## src/include/pcie_cap_map.vh

```
// Constants for the device/link capability register bank.
// Assumes: included by bare name; byte offsets within the capability.
`ifndef PCIE_CAP_MAP_VH
`define PCIE_CAP_MAP_VH
// Register offsets (byte addresses within the capability)
`define OFS_DEVICE_CAPABILITIES 8'h04
`define OFS_DEVICE_CONTROL 8'h08
`define OFS_DEVICE_STATUS 8'h0A
`define OFS_LINK_CAPABILITIES 8'h0C
`define OFS_LINK_CONTROL 8'h10
// Device capabilities fixed fields
`define DCAP_L1_ACC_LAT 3'h4
`define DCAP_L0S_ACC_LAT 3'h4
`define DCAP_EXT_TAG 1'h0
`define DCAP_PHANTOM 2'h0
`define DCAP_MAX_PAYLOAD 3'h2
// Device control fields and resets
`define DCTL_MRRS_LSB 12
`define DCTL_MRRS_RST 3'h2
`define DCTL_MRRS_MAX 3'h5
`define DCTL_NOSNOOP_BIT 11
`define DCTL_AUXPM_BIT 10
`define DCTL_MPS_LSB 5
`define DCTL_MPS_VAL 3'h0
`define DCTL_RELAX_BIT 4
`define DCTL_RELAX_RST 1'h1
// Link capabilities fixed fields
`define LCAP_PORT_NUM 8'h00
`define LCAP_L1_EXIT 3'h5
`define LCAP_L0S_EXIT 3'h5
`define LCAP_ASPM_SUP 2'h1
`define LCAP_MAX_WIDTH 6'h01
`define LCAP_MAX_SPEED 4'h1
// Link control fields
`define LCTL_ABW_IE_BIT 11
`define LCTL_BWM_IE_BIT 10
`define LCTL_EXT_SYNC_BIT 7
`define LCTL_CCC_BIT 6
// Extended sync ordered set counts
`define FTS_EXT_COUNT 13'h1000
`define TS1_EXT_COUNT 11'h400
`endif

```

## src/core/pcie_capability_device_link_regs.v

```verilog
// Device and link portion of the PCIe capability register bank.
// Assumes: config accesses arrive as one-cycle strobes synchronous to
// I_CORE_CLK; error, transaction and aux power events from the core.
//
// What this block does
// - Endpoint L1 acceptable latency reads 100b
// - Endpoint L0s acceptable latency reads 100b
// - No extended tags, no phantom functions
// - Max payload supported reads 512 bytes
// - Initiate FLR bit reads zero
// - Writable read request size, reset 010b
// - Aux power PM enable is sticky
// - Phantom and extended tag enables stay zero
// - Max payload fixed at 128 bytes
// - Relaxed ordering enable resets to one
// - Four error reporting enables, reset zero
// - Transactions pending while non-posted outstanding
// - Aux power detected gated by enable
// - Error detected bits set only while their reporting enable is on, write-one clears
// - Port number reads 00h, read-only
// - L1 and L0s exit latency codes 101b
// - ASPM support advertises L0s only
// - One lane, 2.5Gbps maximum speed
// - Two link bandwidth interrupt enables
// - Extended sync sets long ordered set counts
// - Common clock configuration bit is writable
// - Unsupported link control bits read zero
// - ASPM control field, four encodings
`timescale 1ns/100ps
`include "pcie_cap_map.vh"
module pcie_capability_device_link_regs (
  input wire I_CORE_CLK, // Core clock, 250 MHz
  input wire I_NRST, // Fundamental reset, active low
  input wire I_POWER_ON_NRST, // Power-on reset for sticky bits, low
  input wire I_CE, // Clock enable
  input wire I_CFG_WR, // Config write strobe
  input wire I_CFG_RD, // Config read strobe
  input wire [7:0] I_CFG_ADDR, // Byte offset, dword aligned
  input wire [3:0] I_CFG_BE, // Byte enables
  input wire [31:0] I_CFG_WDATA, // Write data
  input wire [7:0] I_SLOT_PWR_VAL, // Captured slot power limit value
  input wire [1:0] I_SLOT_PWR_SCALE, // Captured slot power limit scale
  input wire I_NP_ISSUE, // Non-posted request issued pulse
  input wire I_NP_DONE, // Non-posted completed or timed out
  input wire I_AUX_PRESENT, // Aux power sensed
  input wire [3:0] I_ERR_EVENT, // UR, fatal, nonfatal, correctable
  output reg [31:0] O_CFG_RDATA, // Read data
  output reg O_CFG_ACK, // Access done pulse
  output reg [3:0] O_ERR_REPORT, // Error class report pulses
  output reg [2:0] O_MAX_READ_REQ, // Read request size code
  output reg [2:0] O_MAX_PAYLOAD, // Payload size code
  output reg O_RELAXED_ORDER, // Relaxed ordering allowed
  output reg O_NO_SNOOP, // No snoop allowed
  output reg O_AUX_PM_EN, // Aux power use enabled
  output reg [1:0] O_ASPM_CTRL, // ASPM entry enables
  output reg O_COMMON_CLK, // Shared reference clock
  output reg O_ABW_INT_EN, // Autonomous bandwidth irq enable
  output reg O_BWM_INT_EN, // Bandwidth management irq enable
  output reg O_EXT_SYNC, // Extended sync selected
  output reg [12:0] O_FTS_COUNT, // FTS sets for L0s exit
  output reg [10:0] O_TS1_COUNT, // TS1 sets before Recovery
  output reg O_SKP_BEFORE_L0 // One SKP before L0
);

  // Reset release synchronisers
  reg rst_meta;
  reg rst_n;
  reg por_meta;
  reg por_n;
  // Device control state
  reg [2:0] mrrs; // Read request size
  reg no_snoop; // No snoop enable
  reg aux_pm_en; // Sticky aux enable
  reg relax; // Relaxed ordering enable
  reg [3:0] err_en; // Reporting enables
  // Link control state
  reg abw_ie; // Autonomous bandwidth irq enable
  reg bwm_ie; // Bandwidth management irq enable
  reg ext_sync; // Extended sync
  reg ccc; // Common clock configuration
  reg [1:0] aspm; // ASPM control
  // Transactions outstanding counter
  reg [5:0] np_cnt;
  reg [5:0] next_np_cnt;
  // Error flags from the leaf instances
  wire [3:0] err_flag_q;
  wire [3:0] err_clear;
  // Decoded write strobes
  wire wr_dctl;
  wire wr_lctl;
  wire wr_dsts;
  // Assembled register images
  wire [31:0] dcap_img;
  wire [15:0] dctl_img;
  wire [15:0] dsts_img;
  wire [31:0] lcap_img;
  wire [15:0] lctl_img;

  // Decode one offset; shared by write and read paths
  // Only the dword index is compared; the low address bits are
  // ignored because byte lanes arrive on the enables instead
  function hit;
    input [7:0] addr;
    input [7:0] ofs;
    begin
      hit = (addr[7:2] == ofs[7:2]);
    end
  endfunction

  // Main reset release, two flops
  // Assertion reaches every rst_n flop at once, but release is retimed so
  // no register leaves reset on a different edge from its neighbours
  always @(posedge I_CORE_CLK or negedge I_NRST) begin
    if (!I_NRST) begin
      rst_meta <= 1'b0;
      rst_n <= 1'b0;
    end else begin
      rst_meta <= 1'b1;
      rst_n <= rst_meta;
    end
  end

  // Power-on reset release, two flops
  // Kept apart from the main reset so the sticky enable survives a
  // fundamental reset issued while the device stays powered
  always @(posedge I_CORE_CLK or negedge I_POWER_ON_NRST) begin
    if (!I_POWER_ON_NRST) begin
      por_meta <= 1'b0;
      por_n <= 1'b0;
    end else begin
      por_meta <= 1'b1;
      por_n <= por_meta;
    end
  end

  // Device control and status share one dword; status is the upper half
  // Status clears need byte lane 2; lane 3 holds only reserved bits
  assign wr_dctl = I_CFG_WR && hit(I_CFG_ADDR, `OFS_DEVICE_CONTROL);
  assign wr_dsts = wr_dctl && I_CFG_BE[2];
  assign wr_lctl = I_CFG_WR && hit(I_CFG_ADDR, `OFS_LINK_CONTROL);

  assign err_clear = wr_dsts ? I_CFG_WDATA[19:16] : 4'h0;

  // Writable device control fields
  // Each byte lane gates its own fields so partial writes are safe
  // Payload size has no flop: it is fixed and writes are dropped
  always @(posedge I_CORE_CLK or negedge rst_n) begin
    if (!rst_n) begin
      mrrs <= `DCTL_MRRS_RST;
      no_snoop <= 1'b0;
      relax <= `DCTL_RELAX_RST;
      err_en <= 4'h0;
    end else if (I_CE && wr_dctl) begin
      if (I_CFG_BE[1]) begin
        if (I_CFG_WDATA[14:12] <= `DCTL_MRRS_MAX) begin
          mrrs <= I_CFG_WDATA[14:12];
        end
        no_snoop <= I_CFG_WDATA[`DCTL_NOSNOOP_BIT];
      end
      if (I_CFG_BE[0]) begin
        relax <= I_CFG_WDATA[`DCTL_RELAX_BIT];
        err_en <= I_CFG_WDATA[3:0];
      end
    end
  end

  // Sticky aux enable survives fundamental resets
  // Writes are ignored while the main reset is still being released
  always @(posedge I_CORE_CLK or negedge por_n) begin
    if (!por_n) begin
      aux_pm_en <= 1'b0;
    end else if (I_CE && rst_n && wr_dctl && I_CFG_BE[1]) begin
      aux_pm_en <= I_CFG_WDATA[`DCTL_AUXPM_BIT];
    end
  end

  // Writable link control fields
  // Retrain, link disable and completion boundary have no storage
  always @(posedge I_CORE_CLK or negedge rst_n) begin
    if (!rst_n) begin
      abw_ie <= 1'b0;
      bwm_ie <= 1'b0;
      ext_sync <= 1'b0;
      ccc <= 1'b0;
      aspm <= 2'h0;
    end else if (I_CE && wr_lctl) begin
      if (I_CFG_BE[1]) begin
        abw_ie <= I_CFG_WDATA[`LCTL_ABW_IE_BIT];
        bwm_ie <= I_CFG_WDATA[`LCTL_BWM_IE_BIT];
      end
      if (I_CFG_BE[0]) begin
        ext_sync <= I_CFG_WDATA[`LCTL_EXT_SYNC_BIT];
        ccc <= I_CFG_WDATA[`LCTL_CCC_BIT];
        aspm <= I_CFG_WDATA[1:0];
      end
    end
  end

  // Outstanding count; issue and finish in one cycle cancel out
  // Limitation: a finish with nothing outstanding is dropped, so a
  // stray completion cannot wrap the count and fake a pending flag
  always @* begin
    next_np_cnt = np_cnt;
    if (I_NP_ISSUE && !I_NP_DONE) begin
      next_np_cnt = np_cnt + 6'h01;
    end else if (!I_NP_ISSUE && I_NP_DONE && np_cnt != 6'h00) begin
      next_np_cnt = np_cnt - 6'h01;
    end
  end

  // Counter wide enough for 32 tags outstanding, no extended tags
  always @(posedge I_CORE_CLK or negedge rst_n) begin
    if (!rst_n) begin
      np_cnt <= 6'h00;
    end else if (I_CE) begin
      np_cnt <= next_np_cnt;
    end
  end

  // Error detected flags, one leaf each
  // The leaf keeps set-over-clear priority in one place for all four
  genvar g;
  generate
    for (g = 0; g < 4; g = g + 1) begin : g_err
      err_flag u_err (
        .clk(I_CORE_CLK),
        .rst_n(rst_n),
        .ce(I_CE),
        .enable(err_en[g]),
        .event_in(I_ERR_EVENT[g]),
        .clear(err_clear[g]),
        .flag(err_flag_q[g])
      );
    end
  endgenerate

  assign dcap_img = {3'h0, 1'b0, I_SLOT_PWR_SCALE, I_SLOT_PWR_VAL, 2'h0, 1'b1, 3'h0,
                     `DCAP_L1_ACC_LAT, `DCAP_L0S_ACC_LAT, `DCAP_EXT_TAG,
                     `DCAP_PHANTOM, `DCAP_MAX_PAYLOAD};

  assign dctl_img = {1'b0, mrrs, no_snoop, aux_pm_en, 1'b0, 1'b0,
                     `DCTL_MPS_VAL, relax, err_en};

  assign dsts_img = {10'h000, (np_cnt != 6'h00), (aux_pm_en & I_AUX_PRESENT),
                     err_flag_q};

  assign lcap_img = {`LCAP_PORT_NUM, 6'h00, `LCAP_L1_EXIT, `LCAP_L0S_EXIT,
                     `LCAP_ASPM_SUP, `LCAP_MAX_WIDTH, `LCAP_MAX_SPEED};

  assign lctl_img = {4'h0, abw_ie, bwm_ie, 1'b0, 1'b0, ext_sync, ccc,
                     1'b0, 1'b0, 1'b0, 1'b0, aspm};

  // Read mux and access acknowledge; link status half reads zero here
  // Reads carry no side effects, so a repeated read is harmless
  // Writes are acknowledged too, which keeps the host side uniform
  always @(posedge I_CORE_CLK or negedge rst_n) begin
    if (!rst_n) begin
      O_CFG_RDATA <= 32'h0000_0000;
      O_CFG_ACK <= 1'b0;
    end else if (I_CE) begin
      O_CFG_ACK <= I_CFG_RD | I_CFG_WR;
      if (I_CFG_RD) begin
        if (hit(I_CFG_ADDR, `OFS_DEVICE_CAPABILITIES)) begin
          O_CFG_RDATA <= dcap_img;
        end else if (hit(I_CFG_ADDR, `OFS_DEVICE_CONTROL)) begin
          O_CFG_RDATA <= {dsts_img, dctl_img};
        end else if (hit(I_CFG_ADDR, `OFS_LINK_CAPABILITIES)) begin
          O_CFG_RDATA <= lcap_img;
        end else if (hit(I_CFG_ADDR, `OFS_LINK_CONTROL)) begin
          O_CFG_RDATA <= {16'h0000, lctl_img};
        end else begin
          O_CFG_RDATA <= 32'h0000_0000;
        end
      end
    end
  end

  // Registered control outputs toward the transaction and link layers
  // Trade-off: one cycle of lag buys clean flop outputs at the boundary
  // so downstream logic never sees a decode glitch on a write
  always @(posedge I_CORE_CLK or negedge rst_n) begin
    if (!rst_n) begin
      O_ERR_REPORT <= 4'h0;
      O_MAX_READ_REQ <= `DCTL_MRRS_RST;
      O_MAX_PAYLOAD <= `DCTL_MPS_VAL;
      O_RELAXED_ORDER <= `DCTL_RELAX_RST;
      O_NO_SNOOP <= 1'b0;
      O_AUX_PM_EN <= 1'b0;
      O_ASPM_CTRL <= 2'h0;
      O_COMMON_CLK <= 1'b0;
      O_ABW_INT_EN <= 1'b0;
      O_BWM_INT_EN <= 1'b0;
      O_EXT_SYNC <= 1'b0;
      O_FTS_COUNT <= 13'h0000;
      O_TS1_COUNT <= 11'h000;
      O_SKP_BEFORE_L0 <= 1'b0;
    end else if (I_CE) begin
      O_ERR_REPORT <= I_ERR_EVENT & err_en;
      O_MAX_READ_REQ <= mrrs;
      O_MAX_PAYLOAD <= `DCTL_MPS_VAL;
      O_RELAXED_ORDER <= relax;
      O_NO_SNOOP <= no_snoop;
      O_AUX_PM_EN <= aux_pm_en;
      O_ASPM_CTRL <= aspm;
      O_COMMON_CLK <= ccc;
      O_ABW_INT_EN <= abw_ie;
      O_BWM_INT_EN <= bwm_ie;
      O_EXT_SYNC <= ext_sync;
      O_FTS_COUNT <= ext_sync ? `FTS_EXT_COUNT : 13'h0000;
      O_TS1_COUNT <= ext_sync ? `TS1_EXT_COUNT : 11'h000;
      O_SKP_BEFORE_L0 <= ext_sync;
    end
  end

endmodule

```

## src/core/err_flag.v

```verilog
// One sticky error-detected flag with write-one-to-clear.
// Assumes: synchronous clock enable and async low reset from the parent.
`timescale 1ns/100ps
module err_flag (
  input wire clk, // Core clock
  input wire rst_n, // Synchronised reset, active low
  input wire ce, // Clock enable
  input wire enable, // Reporting enable
  input wire event_in, // Error detected pulse
  input wire clear, // Software write-one
  output reg flag // Sticky status
);
  // Set beats clear so an event in the clear cycle is kept
  always @(posedge clk or negedge rst_n) begin
    if (!rst_n) begin
      flag <= 1'b0;
    end else if (ce) begin
      if (enable && event_in) begin
        flag <= 1'b1;
      end else if (clear) begin
        flag <= 1'b0;
      end
    end
  end
endmodule

```

## config.mk

```make
export PLATFORM = sky130hd
export DESIGN_NAME = pcie_capability_device_link_regs
export DESIGN_NICKNAME = d
export VERILOG_FILES = /design/src/core/pcie_capability_device_link_regs.v /design/src/core/err_flag.v
export VERILOG_INCLUDE_DIRS = /design/src /design/src/include
export SDC_FILE = /design/constraint.sdc
export NUM_CORES = 1
export LEC_CHECK = 0
export ABC_AREA = 0
export BUFFER_PORTS_ARGS = -buffer_cell sky130_fd_sc_hd__buf_4
export CORE_ASPECT_RATIO = 1.4
export CORE_MARGIN = 1.5
export CORE_UTILIZATION = 48
export DETAILED_ROUTE_END_ITERATION = 8
export PLACE_DENSITY = 0.77
export RECOVER_POWER = 50
export SYNTH_ARGS = -nofsm -noshare
export SYNTH_HDL_FRONTEND = slang
export SYNTH_SLANG_ARGS = --single-unit
```

## constraint.sdc

```tcl
create_clock -name I_CORE_CLK -period 2.8 [get_ports I_CORE_CLK]
set_input_delay 0.14 -clock I_CORE_CLK [delete_from_list [all_inputs] [get_ports I_CORE_CLK]]
set_output_delay 0.14 -clock I_CORE_CLK [all_outputs]
set_load 0.03 [all_outputs]
```

After elaboration in Yosys (flattened, before gate mapping)
Cells that the tools add are included.

Multiplexer cells: 17. Shift operators: 0. Multiply operators: 0. Order comparisons: 1. Div/mod/pow operators: 0. Reduce and logical (&&, ||, !) cells: 34. Eq/ne operators: 4. $add $sub $neg: 2. Bitwise logic cells: 3.

Operators with widths (count): 28-bit 2-to-1 mux (1); 22-bit 2-to-1 mux (1); 2-bit AND reduction (10); 18-bit 2-to-1 mux (1); 1-bit logical AND (15); 13-bit 2-to-1 mux (1); 6-bit by 2-bit equality test with 1-bit output (second input constant) (2); 12-bit 2-to-1 mux (1); 6-bit 2-to-1 mux (2); 11-bit 2-to-1 mux (1); 2-bit nonzero test (5); 1-bit 2-to-1 mux (8); 6-bit by 1-bit adder with 6-bit output (second input constant) (1); 6-bit by 1-bit equality test with 1-bit output (second input constant) (1); 6-bit by 3-bit equality test with 1-bit output (second input constant) (1); 6-bit nonzero test (1); 6-bit by 1-bit subtractor with 6-bit output (second input constant) (1); 4-bit AND (1); 4-bit 2-to-1 mux (1); 3-bit <= comparator (second input constant) (1); 3-bit AND reduction (1); 1-bit logical NOT (2); 1-bit AND (1); 1-bit bitwise OR (1).

Flip-flop bits (word level): 103. RAM bits: 0. Bits in read-only memories: 0. Memories kept: 0. Bits in latches: 0. Word-level logic and storage cells: 94.

Logic depth before layout (Yosys ltp)
Gate-level depths: netlist of run 1.

Depth in word-level cells: 6. Gate-level depth with buffers: 8.

Modules after synthesis
Synthesis of run 1 repeated with hierarchy kept, for this count alone.

Cell total of the unflattened synthesis: 290. Area total of the unflattened synthesis: 3388.2 µm².

By module, submodules not included: pcie_capability_device_link_regs (times used 1, area an instance 3233.1 µm², cells each 278, seq. area each 1731.7 µm²); err_flag (times used 4, area an instance 38.8 µm², cells each 3, seq. area each 25.0 µm²).

Least setup slack after synthesis of run 1
No wires, ideal clock.

Path kind: register to register. From: register rst_n. To: register aux_pm_en. Arrival: 2.349 ns. Library setup time: 0.125 ns. Required time: 2.675 ns. Cell stages (with the launch flop): 4. Path buffers: 0. Path slack: 0.326 ns. Cell sequence: dfrtp_1 inv_1 nor2_1 mux2_2.

Cells in the longest elaborated chain, start to end: 3.

Ends and longest elaborated chain: from (decl) (RTL line pcie_capability_device_link_regs.v:67) `reg rst_n;`; from (signal assigned) (RTL line pcie_capability_device_link_regs.v:119) `rst_n <= rst_meta;`; 1-bit logical AND (3 in a row) (RTL line pcie_capability_device_link_regs.v:172) `end else if (I_CE && rst_n && wr_dctl && I_CFG_BE[1]) begin`; to (signal assigned) (RTL line pcie_capability_device_link_regs.v:173) `` aux_pm_en <= I_CFG_WDATA[`DCTL_AUXPM_BIT]; ``; to (decl) (RTL line pcie_capability_device_link_regs.v:73) `reg aux_pm_en;`.

Every way passes these cells. A chain may end at the register's enable or synchronous reset.

Final worst setup path of run 1
From: input port I_CE. To: register ext_sync.

Cells in the longest elaborated chain, start to end: 2.

Ends and longest elaborated chain: from (decl) (RTL line pcie_capability_device_link_regs.v:35) `input wire I_CE,`; 1-bit logical AND (RTL line pcie_capability_device_link_regs.v:186) `end else if (I_CE && wr_lctl) begin`; 2-bit AND reduction (no source line); to (signal assigned) (RTL line pcie_capability_device_link_regs.v:192) `` ext_sync <= I_CFG_WDATA[`LCTL_EXT_SYNC_BIT]; ``; to (decl) (RTL line pcie_capability_device_link_regs.v:79) `reg ext_sync;`.

Every way passes these cells.

==> impl_metrics.py, run 1 <==
metrics = {
    "status": {
        "run_status": "complete, but fails checks",
        "violations": "capacitance limit, slew limit",
    },
    "critical_path": {
        "reg2reg_depth": 6,
        "reg2reg_from": "np_cnt[1]$_DFFE_PN0P_",
        "path_cells": "clkbuf_1, nand4_1, mux2_2",
        "start_kind": "input pin",
        "crit_fanout": 31,
        "timing.critical_path.arrival_ns": 2.25,
        "regToRegSetupSlack_ns": 0.93,
        "crit_buf_inv": 1,
        "cpMaxStageDelayCell": "clkbuf_1",
        "critPathTopFamily": "buffers and inverters",
        "critPathRequiredTime_ns": 3.02,
        "cp-end-kind": "flop",
        "r2r-end": "np_cnt[5]$_DFFE_PN0P_",
        "critPathMaxStageDelay_ns": 1.12,
        "timing_worst_setup_path_type": "input pin to flop",
    },
    "logic_synthesis": {
        "yosys.area.top_type": "dfrtp_1",
        "syn_area_per_cell_um2": 11.04,
        "synth-async-reset-ratio_pct": 100.0,
        "yosysSeqAreaShare_pct": 54.20,
        "netlist_instances": 306,
        "syn_area_um2": 3379,
        "synth_edf_count": 0,
        "synth_top_area_share_pct": 51.09,
        "ys_types": 40,
        "ys_seq_elements": 73,
        "synthTopCellsByArea": "dfrtp_1 (51%), mux2_2 (7.7%), buf_4 (7.6%)",
        "synthFlopType": "dfrtp_1",
        "ys_warn_count": 0,
    },
    "routing": {
        "vias": 2419,
        "wire_per_inst_um": 14.52,
        "dr.pass1.iters": 4,
        "route.detailed.drc": 0,
        "detail-route-antenna-nets": 0,
        "avgViaCountPerCell": 4.848,
        "drtIter0Drc": 102,
        "routed_wl_um": 7247,
    },
    "timing": {
        "setup_violations": 0,
        "skew_ns": 0.007363,
        "tightest_slew_ns": 1.586,
        "fin_crit_ns": 2.032,
        "rsz0062_at_grt": "false",
        "whs_ns": 0.005868,
        "finalHoldViolCount": 0,
        "post-route-period-util_pct": 72.57,
        "drv_slew": 32,
        "fin_setup_tns_ns": 0,
        "relSlewSlack_pct": -5.728,
        "fmax_mhz": 492.2,
    },
    "global_routing": {
        "first_global_vias": 2282,
        "overflow": 0,
        "grt_pass1_wl_um": 11240,
        "grt_max_degree": 53,
        "grtUsageTotal_pct": 19.99,
        "antenna_found_initial": 0,
    },
    "floorplanning": {
        "std_cell_rows": 36,
        "die-width_um": 73.92,
        "die-area_um2": 7560,
        "io_pins": 144,
        "core_um2": 6892,
        "initial_core_util_pct": 49.04,
        "fp.dieH_um": 102.3,
    },
    "power": {
        "pwr-share-clk_pct": 29.3,
        "p_int_mw": 1.750,
        "switchingPower_mw": 0.7247,
        "pwr-share-seq_pct": 49.4,
        "combPwrFrac_pct": 21.3,
        "leakagePower_nw": 1.941,
        "swShare_pct": 29.29,
        "powerDensity_nw_per_um2": 612.4,
        "vdd_ir_drop_max_v": 0.0003152,
        "power_mw": 2.474,
    },
    "finish": {
        "layout-drive-gt1-share_pct": 25.74,
        "areaGrowthSynthToFinish_pct": 19.55,
        "antenna_cells": 0,
        "nets": 471,
    },
    "clock_network": {
        "cts-root-buf": "clkbuf_8",
        "clock_sinks": 73,
        "ctsHoldBuffers": 2,
        "h-tree-depth": 3,
        "post-cts-setup-buffers": 0,
        "cts_buffer_depth": 2,
        "numCtsBuffers": 9,
        "clkLatencyLatePin_ns": 0.34,
        "clk_pin_slew_ns": 0.07,
        "cts_tree": "yes",
        "ctsResizeCount": 0,
    },
    "flow_run": {
        "cap_viol_max_count": 1,
    },
    "placement": {
        "post-dp-hpwl_um": 5238,
        "portBuffers": 93,
        "globalplace.congestion": 0.7998,
    },
    "min_path": {
        "hold_path.class": "flop to async pin",
    },
}
[routing by layer]
layer / vias to the layer above / global-route usage, % / share of wire (%)
met5: - / 0 / 0
met4: 0 / 5.556 / 1.2
met3: 8 / 4.931 / 5.0
met2: 85 / 35.44 / 52
met1: 1155 / 23.71 / 42
li1: 1171 / - / -
[worst register-to-register path, cell delays in order (launching register included)]
cell	delay, ns
dfrtp_1	0.43
ha_1	0.34
a211oi_1	0.22
o21bai_1	0.11
a21oi_1	0.16
mux2_2	0.37
xnor2_1	0.13
[kinds of logic (layout without fill, tap and decap cells)]
kind of cell	after synthesis	after routing	share of synthesized area (%)
fa+ha+maj	5	5	2.073
compound gates	65	65	11.85
xor+xnor	5	5	1.296
simple gates	75	75	10.44
buf+inv	53	120	10.03
mux	28	28	9.885
other cells	2	33	0.2222
flops	73	73	54.20
[metrics by stage]
| step | setup slack (ns) | cell area, um^2 | utilization [%] | std cells |
|---|---|---|---|---|
| floorplan | 0.3261 | 3496 | - | 337 |
| global placement | 0.7948 | 4016 | 58.28 | 481 |
| detailed placement | 0.7654 | 4016 | 58.28 | 481 |
| CTS | 0.9553 | 4207 | 61.04 | 499 |
| global route | 0.6143 | 4040 | 58.62 | 499 |
| finish | 0.7682 | 4040 | 58.62 | 499 |
[state kept, by name, indices dropped and copies added (netlist names), 2 cells and up]
signal and count:
O_CFG_RDATA 26, O_ERR_REPORT 4, aspm 2, mrrs 3, g_err.u_err.flag 4, np_cnt 6, err_en 4, O_MAX_READ_REQ 3
O_ASPM_CTRL 2
[cell usage in the layout (no fill, tap or decap), types with 3 or more instances in the layout]
cell type,count
a21bo_2,4
a21o_1,4
a21oi_1,6
a22oi_1,3
buf_4,55
clkbuf_1,45
clkbuf_8,11
conb_1,33
dfrtp_1,69
ha_1,4
inv_1,7
mux2_2,23
mux2_4,5
nand2_1,49
nand3_1,5
nor2_1,10
o21ai_0,37
xnor2_1,3
[area by class of cell]
type	instances	area [um^2]
fill	670	2851
sequential	73	1832
multi-input combinational	211	1310
timing repair buffer	97	583.1
clock buffer	16	170.2
tap	95	118.9
inverter	7	26.28
[power by group through the flow]
| stage | Combinational (mW) | Clock [mW] | Sequential [mW] |
|---|---|---|---|
| finish | 0.528 | 0.725 | 1.22 |
| global route | 0.594 | 0.791 | 1.23 |
| CTS | 0.547 | 0.737 | 1.22 |
| detailed placement | 0.541 | 0 | 1.24 |
| global placement | 0.516 | 0 | 1.24 |
| floorplan | 0.381 | 0 | 1.27 |
[synthesized netlist by cell type (2+ instances only)]
cell type / count
dfrtp_1: 69
and4_1: 2
o22a_1: 2
ha_1: 4
mux2_2: 23
clkbuf_1: 7
conb_1: 2
nand3_1: 5
a21oi_1: 6
a22oi_1: 3
buf_4: 34
buf_2: 4
dfstp_2: 4
nand2_1: 49
nand4_1: 2
o21ai_0: 37
xor2_1: 2
a21bo_2: 4
xnor2_1: 3
a221oi_1: 2
a21o_1: 4
inv_1: 7
nor2_1: 10
mux2_4: 5
[how the worst max path moves through the flow]
| stage | startpoint | endpoint | slack (ns) | depth (start not counted) |
|---|---|---|---|---|
| 2_1_floorplan | rst_n$_DFF_PN0_ | aux_pm_en$_DFFE_PN0P_ | 0.33 | 3 |
| 3_3_place_gp | I_NP_DONE | np_cnt[5]$_DFFE_PN0P_ | 0.79 | 9 |
| 3_5_place_dp | I_NP_DONE | np_cnt[5]$_DFFE_PN0P_ | 0.77 | 9 |
| 4_1_cts | np_cnt[1]$_DFFE_PN0P_ | np_cnt[5]$_DFFE_PN0P_ | 0.96 | 6 |
| 5_1_grt | I_CE | ext_sync$_DFFE_PN0P_ | 0.61 | 3 |
| 6_report | I_CE | ext_sync$_DFFE_PN0P_ | 0.77 | 3 |
No activity file was read; power rests on OpenSTA's default activity.
==> run 2: changes to the inputs <==
- ABC_AREA: 0 -> 1
- clock period: 2.8 -> 2.12 ns (I/O delays scaled with it)
==> run 2 against run 1 <==
The run now ends clean. Register-to-register slack got worse by 0.25 ns. Die area grew 2.8%. Cell area is 7.8% higher. Count of clock-buffer cells in the layout decreased by 5. Largest power group unchanged.
==> impl_metrics.py, run 2 <==
metrics = {
    "status": {
        "run_status": "finished clean",
    },
    "logic_synthesis": {
        "synthTopCellsByCount": "nand2_1 (129), dfrtp_1 (69), buf_4 (37), nand3_1 (30), inv_1 (27)",
        "synthTopCellsByArea": "dfrtp_1 (50%), nand2_1 (14%), buf_4 (8.0%)",
        "synth_top_area_share_pct": 49.66,
        "syn_area_um2": 3477,
        "syn_area_per_cell_um2": 8.848,
        "synth_edf_count": 0,
        "yosysSeqAreaShare_pct": 52.68,
        "yosys.area.top_type": "dfrtp_1",
        "ys_warn_count": 0,
        "netlist_instances": 393,
        "ys_seq_elements": 73,
        "synthFlopType": "dfrtp_1",
        "synth-async-reset-ratio_pct": 100.0,
        "synth_most_common_cell": "nand2_1",
        "ys_types": 30,
    },
    "timing": {
        "relSlewSlack_pct": 37.31,
        "drv_slew": 0,
        "fin_setup_tns_ns": 0,
        "fin_ws_ns": 0.4635,
        "setup_violations": 0,
        "fin_crit_ns": 1.657,
        "tightest_slew_ns": 0.9369,
        "finalHoldViolCount": 0,
        "fmax_mhz": 603.7,
        "post-route-period-util_pct": 78.14,
        "skew_ns": 0.007188,
        "rsz0062_at_grt": "false",
    },
    "floorplanning": {
        "io_pins": 144,
        "core_um2": 6982,
        "std_cell_rows": 36,
        "initial_core_util_pct": 49.80,
        "fp.dieH_um": 103.7,
        "die-area_um2": 7771,
        "die-width_um": 74.93,
    },
    "power": {
        "leakagePower_nw": 2.267,
        "powerDensity_nw_per_um2": 822.2,
        "vdd_ir_drop_max_v": 0.0004313,
    },
    "critical_path": {
        "crit_fanout": 10,
        "timing.critical_path.arrival_ns": 1.89,
        "start_kind": "input pin",
        "timing_worst_setup_path_type": "input pin to flop",
        "critPathRequiredTime_ns": 2.36,
        "cp-end-kind": "flop",
    },
    "global_routing": {
        "antenna_found_initial": 0,
        "overflow": 0,
        "grt_pass1_wl_um": 13540,
        "first_global_vias": 2885,
        "grt_max_degree": 69,
        "grtUsageTotal_pct": 22.94,
    },
    "flow_run": {
        "cap_viol_max_count": 0,
    },
    "routing": {
        "wire_per_inst_um": 13.81,
        "route.met2.wl_um": 4247,
        "avgViaCountPerCell": 4.813,
        "drtIter0Drc": 146,
        "vias": 2936,
        "detail-route-antenna-nets": 0,
        "routed_wl_um": 8426,
        "dr.pass1.iters": 4,
        "route.detailed.drc": 0,
        "m1WireLength_um": 3394,
        "top_layer": "met4",
        "dr_wl_met3_um": 587,
    },
    "finish": {
        "nets": 582,
        "areaGrowthSynthToFinish_pct": 25.30,
        "final_cell_mix": "nand2_1 (129), dfrtp_1 (68), buf_4 (52), clkbuf_1 (46), conb_1 (33)",
        "largest-register": "O_CFG_RDATA",
        "reg_top3": "O_CFG_RDATA (26), np_cnt (6)",
        "layout-drive-gt1-share_pct": 16.12,
        "antenna_cells": 0,
        "layoutNonFillerInstCount": 610,
        "layout_commonest_cell": "nand2_1",
        "largest_reg_flops": 26,
        "num-fill-cells": 625,
    },
    "clock_network": {
        "cts_buffer_depth": 2,
        "cts-root-buf": "clkbuf_8",
        "numCtsBuffers": 9,
        "cts_tree": "yes",
        "post-cts-setup-buffers": 0,
        "h-tree-depth": 3,
        "clkLatencyLatePin_ns": 0.35,
        "clk_pin_slew_ns": 0.07,
        "clock_sinks": 73,
    },
    "placement": {
        "place_ws_ns": 0.5906,
        "globalplace.congestion": 0.8039,
        "portBuffers": 93,
        "post-dp-hpwl_um": 5871,
        "place_inst": 574,
    },
    "min_path": {
        "hold_path.class": "input pin to flop",
    },
}
## run 2: worst max-delay path, stage by stage
cell      delay, ns
clkbuf_4       0.12
nor2_1         0.32
nand3_4        0.17
nor2_1         0.74
nand3_1        0.25
nand2_1        0.13
nand2_1        0.05
## run 2: layer usage
metal / vias to the layer above / global-route usage [%]
met5: - / 0
met4: 0 / 8.701
met3: 15 / 5.253
met2: 112 / 37.80
met1: 1395 / 28.58
li1: 1414 / -
## run 2: logic make-up (layout without fill, tap and decap cells)
logic type / count (synthesis) / after routing / share of synthesized area [%]
other: 2 / 33 / 0.2160
XOR/XNOR: 3 / 3 / 0.7558
AO/OA/AOI/OAI: 45 / 45 / 7.449
AND/OR/NAND/NOR: 193 / 193 / 25.12
buffers and inverters: 72 / 163 / 11.77
flip-flops: 73 / 73 / 52.68
adder cells (fa/ha/maj): 5 / 5 / 2.015
## run 2: area by class of cell
cell class                 instances  area (um^2)  share of cell area (%)
clock buffer                      11        131.4                   3.016
clock inverter                     5        81.33                   1.867
inverter                          30        112.6                   2.585
multi-input combinational        279         1316                   30.21
sequential                        73         1833                   42.07
tap                               95        118.9                   2.728
timing repair buffer             117        763.2                   17.52
## run 2: worst paths after layout
check                                       from                         endpoint  slack, ns  cells after the start
setup / recovery                   I_CFG_ADDR[7]  g_err[1].u_err.flag$_DFFE_PN0P_       0.46                      7
hold / removal                    I_CFG_WDATA[6]                  ccc$_DFFE_PN0P_       0.01                      3
setup reg to reg           np_cnt[0]$_DFFE_PN0P_            np_cnt[4]$_DFFE_PN0P_       0.68                      6
hold reg to reg                  por_n$_DFF_PN0_            aux_pm_en$_DFFE_PN0P_       0.02                      0
max in group asynchronous        rst_n$_DFF_PN0_  g_err[1].u_err.flag$_DFFE_PN0P_       1.11                      1
min in group asynchronous        por_n$_DFF_PN0_            aux_pm_en$_DFFE_PN0P_       0.02                      0
## run 2: where the power goes
part | leakage [nW] | internal, mW | switching, mW | total [mW]
logic | 1.22 | 0.293 | 0.506 | 0.800
clock network | 0.104 | 0.663 | 0.512 | 1.18
registers | 0.941 | 1.51 | 0.0971 | 1.61
total | 2.27 | 2.47 | 1.12 | 3.58
## run 2: what timing repair did
item / 4_1_cts / 5_1_grt
hold endpoints to repair: 22 / 0
resized for setup: 0 / 0
hold buffers: 20 / 0
## run 2: per-stage QoR
| step | util, % | total power, mW | cell area [um^2] | hold WS [ns] |
|---|---|---|---|---|
| after floorplan | - | 2.218 | 3595 | -0.1896 |
| after global placement | 59.37 | 2.386 | 4145 | -0.1110 |
| after detailed placement | 59.37 | 2.420 | 4145 | -0.1094 |
| after CTS | 65.29 | 3.636 | 4558 | 0.005251 |
| after global routing | 62.40 | 3.792 | 4357 | 0.009789 |
| final | 62.40 | 3.582 | 4357 | 0.01348 |
==> run 3: changes to the inputs <==
- clock period: 2.12 -> 1.6 ns (I/O delays scaled with it)
==> run 3 against run 2 <==
Clock skew fell by 0.0014 ns. First-iteration DRC count shrank 20%. Non-clock buffer count increased by 18. Global-route usage is 1.3 points higher. Sequential share of layout area is 2.8 points lower. Core utilization is 4.6 points higher. Count of clock-buffer cells in the layout is the same. Critical endpoint is now relax$_DFFE_PN1P_. Largest power group unchanged. Highest routed layer unchanged.
==> impl_metrics.py, run 3 (synthesis results as in run 2) <==
metrics = {
    "timing": {
        "finalHoldViolCount": 0,
        "fmax_mhz": 661.7,
        "fin_crit_ns": 1.511,
        "relSlewSlack_pct": 26.28,
        "rsz0062_at_grt": "false",
        "setup_violations": 0,
        "drv_slew": 0,
        "skew_ns": 0.005748,
        "whs_ns": 0.002427,
        "fin_ws_ns": 0.08880,
        "post-route-period-util_pct": 94.45,
        "tightest_slew_ns": 1.106,
        "fin_setup_tns_ns": 0,
    },
    "placement": {
        "globalplace.congestion": 0.7711,
        "post-dp-hpwl_um": 6136,
        "place_ws_ns": 0.1242,
        "portBuffers": 93,
        "place_area_um2": 4178,
    },
    "clock_network": {
        "clk_pin_slew_ns": 0.08,
        "clkLatencyLatePin_ns": 0.35,
        "numCtsBuffers": 9,
        "clock_sinks": 73,
        "cts-root-buf": "clkbuf_8",
        "cts_tree": "yes",
        "h-tree-depth": 3,
        "cts_buffer_depth": 2,
    },
    "routing": {
        "routed_wl_um": 8740,
        "drtIter0Drc": 117,
        "top_layer": "met4",
        "wire_per_inst_um": 13.92,
        "route.met2.wl_um": 4581,
        "vias": 2985,
        "dr_wl_met3_um": 500,
        "dr.pass1.iters": 4,
        "m1WireLength_um": 3421,
        "route.detailed.drc": 0,
        "detail-route-antenna-nets": 0,
        "avgViaCountPerCell": 4.753,
    },
    "floorplanning": {
        "initial_core_util_pct": 49.80,
        "io_pins": 144,
        "die-area_um2": 7771,
        "die-width_um": 74.93,
        "std_cell_rows": 36,
        "core_um2": 6982,
        "fp.dieH_um": 103.7,
    },
    "min_path": {
        "hold_path.class": "flop to async pin",
    },
    "power": {
        "powerDensity_nw_per_um2": 994.3,
        "leakagePower_nw": 2.533,
        "vdd_ir_drop_max_v": 0.0005179,
        "power_mw": 4.650,
    },
    "finish": {
        "reg_top3": "O_CFG_RDATA (26), np_cnt (6)",
        "num-fill-cells": 595,
        "regArea_um2": 1836,
        "areaGrowthSynthToFinish_pct": 34.51,
        "final_cell_mix": "nand2_1 (129), buf_4 (98), dfrtp_1 (68), conb_1 (33)",
        "layout-drive-gt1-share_pct": 25.33,
        "multi_input_area_um2": 1353,
        "largest-register": "O_CFG_RDATA",
        "finish.instance_area_um2": 4677,
        "antenna_cells": 0,
        "layout_commonest_cell": "nand2_1",
        "nets": 600,
        "largest_reg_flops": 26,
    },
    "global_routing": {
        "overflow": 0,
        "first_global_vias": 3115,
        "grtUsageTotal_pct": 24.23,
        "grt_pass1_wl_um": 14350,
        "antenna_found_initial": 0,
        "grt_max_degree": 46,
    },
    "critical_path": {
        "critPathRequiredTime_ns": 1.90,
        "path_cells": "dlygate4sd3_1, clkbuf_4, nand2_1, nor2_8, nand3_1, dlygate4sd3_1, nand2_1",
        "r2r-end": "np_cnt[4]$_DFFE_PN0P_",
        "crit_buf_inv": 3,
        "reg2reg_depth": 6,
        "critPathTopFamily": "buffers and inverters",
        "reg2reg_from": "np_cnt[0]$_DFFE_PN0P_",
        "crit_fanout": 6,
        "timing.critical_path.arrival_ns": 1.81,
        "cp-end-kind": "flop",
        "start_kind": "input pin",
        "regToRegSetupSlack_ns": 0.13,
        "startpoint": "I_CFG_WR",
        "cp_num_cells": 7,
        "crit_end": "relax$_DFFE_PN1P_",
        "critPathMaxStageDelay_ns": 0.56,
        "timing_worst_setup_path_type": "input pin to flop",
        "cpMaxStageDelayCell": "dlygate4sd3_1",
    },
    "flow_run": {
        "cap_viol_max_count": 0,
    },
    "status": {
        "run_status": "finished clean",
    },
}
run 3: cell count changes in the layout (fill, tap and decap cells not counted), moves of 2 or more:
cell | before | now
clkbuf_2 | 0 | 3
clkbuf_1 | 46 | 5
buf_4 | 52 | 98
inv_1 | 27 | 29
nor2_4 | 2 | 4
o21ai_0 | 15 | 13
inv_2 | 3 | 1
dlygate4sd3_1 | 20 | 30
nor2_1 | 23 | 20
o21ai_1 | 10 | 12
run 3: what timing repair did:
item | 4_1_cts | 5_1_grt
buffers inserted | 0 | 4
endpoints found under the hold margin | 32 | 0
setup endpoints to repair | 0 | 1
resized for setup | 0 | 0
hold buffers | 30 | 0
run 3: layout make-up:
type / count / share of cell area, %
multi-input combinational: 279 / 28.92
clock inverter: 5 / 1.204
timing repair buffer: 135 / 22.87
sequential: 73 / 39.25
inverter: 30 / 2.408
tap: 95 / 2.541
clock buffer: 11 / 2.809
run 3: how the worst min path moves through the flow:
stage                                 end  slack [ns]  depth (start not counted)
floorplan              por_meta$_DFF_PN0_       -0.22                          0
global placement       rst_meta$_DFF_PN0_       -0.14                          1
detailed placement     rst_meta$_DFF_PN0_       -0.14                          1
CTS                 aux_pm_en$_DFFE_PN0P_      0.0002                          3
global route        aux_pm_en$_DFFE_PN0P_        0.01                          0
finish              aux_pm_en$_DFFE_PN0P_       0.002                          0
run 3: worst reg2reg max path: cells and delay by family, from the launching register on:
family / cells / cell delay, ns
adders and majority gates: 1 / 0.50
and+or+nand+nor: 4 / 0.29
xor gates and xnor gates: 1 / 0.14
DFF: 1 / 0.44
run 3: routing by layer:
layer	track usage, %	vias to the layer above
li1	-	1454
met1	29.57	1404
met2	39.82	106
met3	5.058	21
met4	11.30	0
met5	0	-
run 3: where the power goes:
part / internal (mW) / switching [mW] / total (mW) / leakage, nW
Clock: 0.719 / 0.684 / 1.40 / 0.0933
Sequential: 2.00 / 0.131 / 2.13 / 0.941
Combinational: 0.435 / 0.679 / 1.11 / 1.50
Total: 3.16 / 1.49 / 4.65 / 2.53
run 3: per-stage QoR:
stage	cells	utilization (%)
after floorplan	424	-
after global placement	578	59.84
after detailed placement	578	59.84
after CTS	624	66.83
after global routing	628	66.99
final	628	66.99
